`config.mk`:
```
export PLATFORM = sky130hd
export DESIGN_NAME = occl_top
export DESIGN_NICKNAME = d
export VERILOG_FILES = /design/src/verilog/occl_pkg.sv /design/src/verilog/occl_clamp.sv /design/src/verilog/occl_top.sv
export VERILOG_INCLUDE_DIRS = /design/src /design/src/verilog
export SDC_FILE = /design/constraint.sdc
export NUM_CORES = 1
export LEC_CHECK = 0
export ABC_AREA = 1
export BUFFER_PORTS_ARGS = -buffer_cell sky130_fd_sc_hd__buf_2
export CORE_ASPECT_RATIO = 1.5
export CORE_UTILIZATION = 35
export DETAILED_ROUTE_END_ITERATION = 6
export HOLD_SLACK_MARGIN = 0.05
export PLACE_DENSITY = 0.61
export SLEW_MARGIN = 20
export SYNTH_ARGS = -nofsm -noshare
export SYNTH_HDL_FRONTEND = slang
export SYNTH_HIERARCHICAL = 1
export SYNTH_SLANG_ARGS = --single-unit
```
`constraint.sdc`:
```
create_clock -name ref_clk_i -period 5.8 [get_ports ref_clk_i]
set_input_delay 1.16 -clock ref_clk_i [delete_from_list [all_inputs] [get_ports ref_clk_i]]
set_output_delay 1.16 -clock ref_clk_i [all_outputs]
set_load 0.01 [all_outputs]
```
`src/verilog/occl_consts.svh`:
```
`ifndef OCCL_CONSTS_SVH
`define OCCL_CONSTS_SVH

// Register offsets on the byte register port
`define OCCL_ADDR_HIGH_CODE 8'h10
`define OCCL_ADDR_LOW_CODE 8'h11
`define OCCL_ADDR_LIMITS 8'h1E

// Field layout of the limits register
`define OCCL_LIM_UPPER_MSB 7
`define OCCL_LIM_UPPER_LSB 4
`define OCCL_LIM_LOWER_MSB 3
`define OCCL_LIM_LOWER_LSB 0

// Tails appended to each limit nibble
`define OCCL_UPPER_TAIL 3'h7
`define OCCL_LOWER_TAIL 3'h0

// Reset values
`define OCCL_LIMITS_RESET 8'hF0
`define OCCL_HIGH_CODE_RESET 7'h40
`define OCCL_LOW_CODE_RESET 7'h20

// Answer for an unmapped read
`define OCCL_UNMAPPED_READ 8'h00

`endif

```
`src/verilog/occl_pkg.sv`:
```
package occl_pkg;
  typedef logic [6:0] occl_code_t;
  typedef logic [3:0] occl_nibble_t;
  typedef logic [7:0] occl_byte_t;
  typedef logic [7:0] occl_addr_t;
endpackage : occl_pkg

```
`src/verilog/occl_clamp.sv`:
```
`timescale 1ns/10ps
`include "occl_consts.svh"
module occl_clamp (
  // Code in
  input wire occl_pkg::occl_code_t code_i,
  // Limit nibbles
  input wire occl_pkg::occl_nibble_t upper_i,
  input wire occl_pkg::occl_nibble_t lower_i,
  // Result
  output occl_pkg::occl_code_t code_o,
  output logic above_o,
  output logic below_o
);
  import occl_pkg::*;

  occl_code_t upper_code;
  occl_code_t lower_code;

  always_comb begin
    upper_code = {upper_i, `OCCL_UPPER_TAIL};
    lower_code = {lower_i, `OCCL_LOWER_TAIL};
    // Unsigned compare on plain logic vectors
    above_o = (code_i > upper_code);
    below_o = (code_i < lower_code);
    // Upper cap checked first; with crossed limits a code above the cap yields the upper value, any other the lower
    if (above_o) begin
      code_o = upper_code;
    end else if (below_o) begin
      code_o = lower_code;
    end else begin
      code_o = code_i;
    end
  end
endmodule : occl_clamp

```
`src/verilog/occl_top.sv`:
```
`timescale 1ns/10ps
`include "occl_consts.svh"
module occl_top #(
  parameter occl_pkg::occl_code_t HIGH_CODE_RESET = `OCCL_HIGH_CODE_RESET,
  parameter occl_pkg::occl_code_t LOW_CODE_RESET = `OCCL_LOW_CODE_RESET,
  parameter occl_pkg::occl_byte_t LIMITS_RESET = `OCCL_LIMITS_RESET
) (
  // Clock and reset
  input wire logic ref_clk_i,
  input wire logic sys_rst_i,
  // Voltage select pin
  input wire logic level_select_pin_i,
  // Byte register port
  input wire occl_pkg::occl_addr_t reg_addr_i,
  input wire occl_pkg::occl_byte_t reg_wdata_i,
  input wire logic reg_wr_i,
  input wire logic reg_rd_i,
  output occl_pkg::occl_byte_t reg_rdata_o,
  output logic reg_rvalid_o,
  // Effective code and status
  output occl_pkg::occl_code_t eff_code_o,
  output logic clamped_high_o,
  output logic clamped_low_o,
  output logic limits_crossed_o,
  output logic code_change_o
);
  import occl_pkg::*;

  // Register state
  occl_code_t high_code_ff;
  occl_code_t nxt_high_code;
  occl_code_t low_code_ff;
  occl_code_t nxt_low_code;
  occl_byte_t limits_ff;
  occl_byte_t nxt_limits;

  // Read answer state
  occl_byte_t rdata_ff;
  occl_byte_t nxt_rdata;
  logic rvalid_ff;
  logic nxt_rvalid;

  // Change tracking state
  occl_code_t last_code_ff;
  occl_code_t nxt_last_code;
  logic change_ff;
  logic nxt_change;

  // Clamp results
  occl_nibble_t upper_nib;
  occl_nibble_t lower_nib;
  occl_code_t high_eff;
  occl_code_t low_eff;
  logic high_above;
  logic high_below;
  logic low_above;
  logic low_below;

  // Register writes
  always_comb begin
    nxt_high_code = high_code_ff;
    nxt_low_code = low_code_ff;
    nxt_limits = limits_ff;
    if (reg_wr_i) begin
      unique case (reg_addr_i)
        `OCCL_ADDR_HIGH_CODE: nxt_high_code = reg_wdata_i[6:0];
        `OCCL_ADDR_LOW_CODE: nxt_low_code = reg_wdata_i[6:0];
        `OCCL_ADDR_LIMITS: nxt_limits = reg_wdata_i;
        default: ;
      endcase
    end
  end

  always_ff @(posedge ref_clk_i or posedge sys_rst_i) begin
    if (sys_rst_i) begin
      high_code_ff <= HIGH_CODE_RESET;
      low_code_ff <= LOW_CODE_RESET;
      limits_ff <= LIMITS_RESET;
    end else begin
      high_code_ff <= nxt_high_code;
      low_code_ff <= nxt_low_code;
      limits_ff <= nxt_limits;
    end
  end

  // Register reads; bit 7 of code registers reads zero
  always_comb begin
    nxt_rvalid = reg_rd_i;
    nxt_rdata = rdata_ff;
    if (reg_rd_i) begin
      unique case (reg_addr_i)
        `OCCL_ADDR_HIGH_CODE: nxt_rdata = {1'b0, high_code_ff};
        `OCCL_ADDR_LOW_CODE: nxt_rdata = {1'b0, low_code_ff};
        `OCCL_ADDR_LIMITS: nxt_rdata = limits_ff;
        default: nxt_rdata = `OCCL_UNMAPPED_READ;
      endcase
    end
  end

  always_ff @(posedge ref_clk_i or posedge sys_rst_i) begin
    if (sys_rst_i) begin
      rdata_ff <= 8'h00;
      rvalid_ff <= 1'b0;
    end else begin
      rdata_ff <= nxt_rdata;
      rvalid_ff <= nxt_rvalid;
    end
  end

  assign reg_rdata_o = rdata_ff;
  assign reg_rvalid_o = rvalid_ff;

  // Limit fields
  assign upper_nib = limits_ff[`OCCL_LIM_UPPER_MSB:`OCCL_LIM_UPPER_LSB];
  assign lower_nib = limits_ff[`OCCL_LIM_LOWER_MSB:`OCCL_LIM_LOWER_LSB];

  // Both codes clamped in parallel so the pin switch is a pure mux
  occl_clamp u_clamp_high (
    .code_i(high_code_ff),
    .upper_i(upper_nib),
    .lower_i(lower_nib),
    .code_o(high_eff),
    .above_o(high_above),
    .below_o(high_below)
  );

  occl_clamp u_clamp_low (
    .code_i(low_code_ff),
    .upper_i(upper_nib),
    .lower_i(lower_nib),
    .code_o(low_eff),
    .above_o(low_above),
    .below_o(low_below)
  );

  // No register on this path: the pin must switch the code at once
  always_comb begin
    if (level_select_pin_i) begin
      eff_code_o = high_eff;
      clamped_high_o = high_above;
      clamped_low_o = high_below & ~high_above;
    end else begin
      eff_code_o = low_eff;
      clamped_high_o = low_above;
      clamped_low_o = low_below & ~low_above;
    end
  end

  assign limits_crossed_o = ({lower_nib, `OCCL_LOWER_TAIL} > {upper_nib, `OCCL_UPPER_TAIL});

  // One-cycle pulse when the effective code moves
  always_comb begin
    nxt_last_code = eff_code_o;
    nxt_change = (eff_code_o != last_code_ff);
  end

  always_ff @(posedge ref_clk_i or posedge sys_rst_i) begin
    if (sys_rst_i) begin
      last_code_ff <= LOW_CODE_RESET;
      change_ff <= 1'b0;
    end else begin
      last_code_ff <= nxt_last_code;
      change_ff <= nxt_change;
    end
  end

  assign code_change_o = change_ff;
endmodule : occl_top

```
==> results.ini, run 1 <==
[run_status]
outcome=finished clean

[route]
post_drt_wl_per_cell_um=13.17
drtPass1Iterations=4
ant_nets=0
vias=2420
drc=0
drt_wl_total_um=6613
avgViaCountPerCell=4.821
drt_first_iter_violations=73

[timing]
final-setup-viol-count=0
fmax_mhz=295.6
fin_setup_tns_ns=0
rsz0062_at_grt=no
drv_slew=0
period_share=0.5833
period_minus_slack_ns=3.383
relSlewSlack=0.6666
skew_ns=0.008740
tightestPinTransition_ns=0.5001
fin_ws_ns=2.417
finalHoldViolations=0

[clock_tree]
cts-root-buf=clkbuf_8
insertion_delay_ns=0.30
cts.sinks=39
cts_tree=yes
post_cts_resized=0
hold_buffers=0
cts_setup_buffers=0
htree_levels=2
clockBufferDepth=2
numCtsBuffers=5
path_clk_slew_ns=0.09

[power]
power.total_uw=733.2
p_leak_nw=1.808
vdd_ir_drop_max_mv=0.1255
powerDensity_mw_per_mm2=238.1

[global_routing]
grt_pass1_wl_um=10830
grt_start_max_net_pins=40
grt_overflow=0
grt_pass1_vias=2315
grt_usage=0.1802
antenna_found_initial=0

[placement]
hpwl_um=5174
numPortBuffers=40
pre_cts_slack_ns=2.748
gp_congestion=0.8311

[logic_synthesis]
synthTopCellsByCount=123 x nand2_1, 50 x inv_1, 47 x nand3_1, 32 x dfrtp_1, 17 x ha_1
synth_largest_area_cell=dfrtp_1
ys_seq_area_frac=0.3637
ys_seq_elements=39
synthFlopType=dfrtp_1
syn_nets=398
netlist_instances=360
yosysUniqueCellTypes=31
synthTopCellsByArea=dfrtp_1 30%, nand2_1 17%, nand3_1 8.7%
yosys_warnings=6
yosys.area.top_type_share=0.2957
synth_area_sq_mm=0.002708
synth_edf_count=0
synth_most_common_cell=nand2_1
async_flop_share=1.000
syn_area_per_cell_sq_um=7.521

[floorplan]
die_w_um=73.82
io_pins=41
die_h_um=109.7
rows=38
start_util=0.3674
core_sq_mm=0.007370
dieArea_sq_mm=0.008099

[critical_path]
crit_family=compound AO/OA/AOI/OAI gates
crit_fanout=6
arrival_ns=2.22
end_kind=output pin
reg2reg_setup_slack_ns=3.55
worst_ep_required_time_ns=4.64
slowest_delay_ns=0.50
cp_common_cell=nand2_1
crit_chain=inv_1 -> ha_1 -> a21oi_2 -> nor2_1 -> a21oi_1 -> nand2_1 -> o21ai_1 -> nand2_1 -> nand2_1 -> buf_2
cp_slowest_cell=dfrtp_1
path_class=reg -> out
crit_buf_inv=2
cp-start-kind=flip-flop

[finish]
regArea_sq_um=984.7
fin_util=0.4178
multiInputGateArea_sq_mm=0.001446
drive_gt1_frac=0.2239
nFillCells=788
antenna_cells=0
area_delta_synth_final_pct=13.72
final_nets=439

[hold_path]
hold_path.class=reg -> reg

[run]
drv_cap=0

-- flip-flops by register name, indices dropped and copies added, names as in the netlist --
register       cells
reg_rvalid_o       1
limits_ff          8
code_change_o      1
low_code_ff        7
reg_rdata_o        8
high_code_ff       7
last_code_ff       7
-- final timing paths --
check                                        to  cells past startpoint      startpoint
worst min register to register   reg_rdata_o[2]                      2  reg_rdata_o[2]
worst max register to register    code_change_o                     14    limits_ff[3]
worst max-delay path              eff_code_o[6]                     10    limits_ff[3]
min in group asynchronous       last_code_ff[1]                      3       sys_rst_i
max in group asynchronous       high_code_ff[6]                      3       sys_rst_i
worst min-delay path             reg_rdata_o[2]                      2  reg_rdata_o[2]
-- cells in the final DEF (no fill, tap or decap), types with 5 or more instances in the layout --
cell      Yosys  layout
o21ai_1      10      10
nand2_1     123     123
dfrtp_1      32      32
nor2_1        5       5
dfstp_2       7       7
a21oi_1       8       8
nand2_2       6       6
ha_1         17      17
inv_1        50      50
clkbuf_8      0       5
buf_2         4      40
nand3_1      47      47
o21a_1       11      11
-- per-layer routing --
metal  wire length, um  vias up  global-route usage
li1                  -     1223                   -
met4               294        0             0.09890
met1              2673     1118              0.2000
met2              3394       62              0.3218
met3               250       17             0.02841
met5                 0        -                   0
-- tightest hold or removal path, cell delays in order (launching register included) --
cell	delay, ns
dfrtp_1	0.35
nand2_1	0.05
nand2_1	0.06
-- layout make-up --
class / instances / area share
Inverter: 58 / 0.07233
Sequential cell: 39 / 0.3198
Timing Repair Buffer: 41 / 0.06745
Clock buffer: 5 / 0.02235
Multi-Input combinational cell: 256 / 0.4697
Clock inverter: 3 / 0.007720
Tap cell: 100 / 0.04063
-- report_power, final --
group | total, mW | internal [mW] | switching (mW)
Sequential | 0.327 | 0.301 | 0.0261
Clock | 0.196 | 0.0861 | 0.110
Combinational | 0.210 | 0.0797 | 0.130
Total | 0.733 | 0.467 | 0.266
-- logic make-up (layout without fill, tap and decap cells) --
| family | after synthesis | after routing | share of synthesized area |
|---|---|---|---|
| AO/OA/AOI/OAI | 39 | 39 | 0.09473 |
| flip-flops | 39 | 39 | 0.3637 |
| XOR/XNOR | 1 | 1 | 0.003235 |
| AND/OR/NAND/NOR | 199 | 199 | 0.3577 |
| buffers and inverters | 65 | 107 | 0.1021 |
| adder cells (fa/ha/maj) | 17 | 17 | 0.07856 |
-- stage by stage --
stage	cells	hold slack, ns	cell area (sq um)
after floorplan	360	0.4790	2708
after CTS	502	0.4891	3079
after global placement	494	0.4679	2987
after global routing	502	0.5208	3079
final	502	0.4839	3079
after detailed placement	494	0.4656	2987
Note: power is estimated with default switching activity, not from simulation.
==> inputs of run 2 (changes only) <==
--- a/config.mk
+++ b/config.mk
@@ -12,7 +12,7 @@
 export CORE_UTILIZATION = 35
 export DETAILED_ROUTE_END_ITERATION = 6
 export HOLD_SLACK_MARGIN = 0.05
-export PLACE_DENSITY = 0.61
+export PLACE_DENSITY = 0.63
 export SLEW_MARGIN = 20
 export SYNTH_ARGS = -nofsm -noshare
 export SYNTH_HDL_FRONTEND = slang
==> constraint.sdc (replaced) <==
create_clock -name ref_clk_i -period 2.9 [get_ports ref_clk_i]
set_input_delay 0.58 -clock ref_clk_i [delete_from_list [all_inputs] [get_ports ref_clk_i]]
set_output_delay 0.58 -clock ref_clk_i [all_outputs]
set_load 0.01 [all_outputs]
==> results.ini, run 2 (same netlist as run 1, synthesis figures left out) <==
[placement]
dp.cells=495
hpwl_um=5245
numPortBuffers=40
gp_congestion=0.8675
dpl_cell_area_sq_mm=0.002994

[floorplan]
start_util=0.3674
die_w_um=73.82
core_sq_mm=0.007370
die_h_um=109.7
io_pins=41
rows=38
dieArea_sq_mm=0.008099

[critical_path]
slowest_delay_ns=0.62
path_class=reg -> out
cp-start-kind=flip-flop
cp_common_cell=nand2_1
end_kind=output pin
worst_ep_required_time_ns=2.32
crit_chain=inv_1 -> ha_1 -> nand2_1 -> nor2_2 -> nand4_2 -> nand2_4 -> inv_4 -> nand2_1 -> nand2_1 -> nand2_1 -> nand2_1 -> buf_2
reg2reg_depth=15
arrival_ns=2.16
cp_slowest_cell=dfstp_2
crit_fanout=6

[route]
post_drt_wl_per_cell_um=13.47
avgViaCountPerCell=4.886
drc=0
drt_wl_total_um=6827
vias=2477
drtPass1Iterations=4
drt_first_iter_violations=75
ant_nets=0

[global_routing]
grt_overflow=0
grt_start_max_net_pins=40
met2_usage=0.3440
antenna_found_initial=0
grt_pass1_wl_um=11260
grt-busiest-layer=met2
grt_pass1_vias=2418
grt_usage=0.1846
use_met1=0.2028
use_met3=0.02566

[finish]
nFillCells=754
layout_common_cells=120 x nand2_1, 50 x inv_1, 47 x nand3_1
drive_gt1_frac=0.2482
final_area_sq_mm=0.003173
final_nets=444
layout_commonest_cell=nand2_1
fin_util=0.4306
antenna_cells=0
fin_cells=507
area_delta_synth_final_pct=17.19

[timing]
finalHoldViolations=0
tightestPinTransition_ns=0.5226
skew_ns=0.005281
period_share=0.9452
period_minus_slack_ns=2.741
fmax_mhz=364.8
drv_slew=0
whs_ns=0.3987
relSlewSlack=0.6516
final-setup-viol-count=0
fin_setup_tns_ns=0

[clock_tree]
cts_tree=yes
cts.sinks=39
numCtsBuffers=5
cts-root-buf=clkbuf_8
htree_levels=2
insertion_delay_ns=0.29
clockBufferDepth=2
path_clk_slew_ns=0.08

[power]
p_leak_nw=1.838
vdd_ir_drop_max_mv=0.2283
powerDensity_mw_per_mm2=495.1

[run_status]
outcome=finished clean

[run]
drv_cap=0

[hold_path]
hold_path.class=in -> async

==> run 2: cell count changes in the layout (fill, tap and decap cells not counted), sizes merged <==
| cell | before | now |
|---|---|---|
| clkinvlp | 2 | 0 |
| clkinv | 2 | 3 |
| bufinv | 0 | 1 |
| nand2 | 133 | 135 |
| inv | 57 | 56 |
| buf | 41 | 44 |
| clkbuf | 5 | 6 |
==> run 2: path summary, 6_finish.rpt <==
check	from	to	slack, ns
max	limits_ff[4]	eff_code_o[3]	0.16
min	sys_rst_i	last_code_ff[4]	0.40
max reg2reg	limits_ff[6]	code_change_o	0.70
min reg2reg	reg_rdata_o[4]	reg_rdata_o[4]	0.48
max in group asynchronous	sys_rst_i	limits_ff[2]	2.11
min in group ref_clk_i	reg_rdata_o[4]	reg_rdata_o[4]	0.48
==> run 2: what timing repair did <==
action                                  4_1_cts  5_1_grt
hold endpoints to repair                      0        0
setup buffers                                 0        2
hold buffers                                  0        0
endpoints found under the setup margin        0        4
resized for setup                             0        6
==> run 2: where the power goes <==
| group | total (mW) | leakage (nW) | internal [mW] | switching, mW |
|---|---|---|---|---|
| Clock | 0.480 | 0.0612 | 0.279 | 0.201 |
| Sequential | 0.654 | 0.505 | 0.602 | 0.0519 |
| Combinational | 0.437 | 1.27 | 0.169 | 0.268 |
| Total | 1.57 | 1.84 | 1.05 | 0.521 |
==> run 2: cell type report <==
class / instances / area [sq um] / area share
flip-flops and latches: 39 / 985.9 / 0.3107
multi-input cells: 258 / 1491 / 0.4700
clock buffers: 6 / 82.58 / 0.02603
well taps: 100 / 125.1 / 0.03943
inverters: 58 / 222.7 / 0.07019
clock inverters: 2 / 35.03 / 0.01104
repair buffers: 44 / 230.2 / 0.07256
==> run 2: layer usage <==
metal  vias to the layer above  wire (um)
met2                        67       3631
li1                       1238          -
met5                         -          0
met4                         0        226
met3                        14        261
met1                      1158       2708
==> run 2: per-stage QoR <==
stage | power [mW] | setup WS [ns]
floorplan | 0.9583 | 0.7306
global placement | 1.083 | 0.4375
detailed placement | 1.093 | 0.4254
CTS | 1.572 | 0.08808
global route | 1.676 | -0.004820
finish | 1.571 | 0.1589
==> run 2: worst max-delay path: cells and delay by family, from the launching register on <==
| kind | cells | cell delay (ns) |
|---|---|---|
| flip-flops | 1 | 0.62 |
| AND/OR/NAND/NOR | 8 | 0.72 |
| adder cells (fa/ha/maj) | 1 | 0.27 |
| buffers and inverters | 3 | 0.25 |
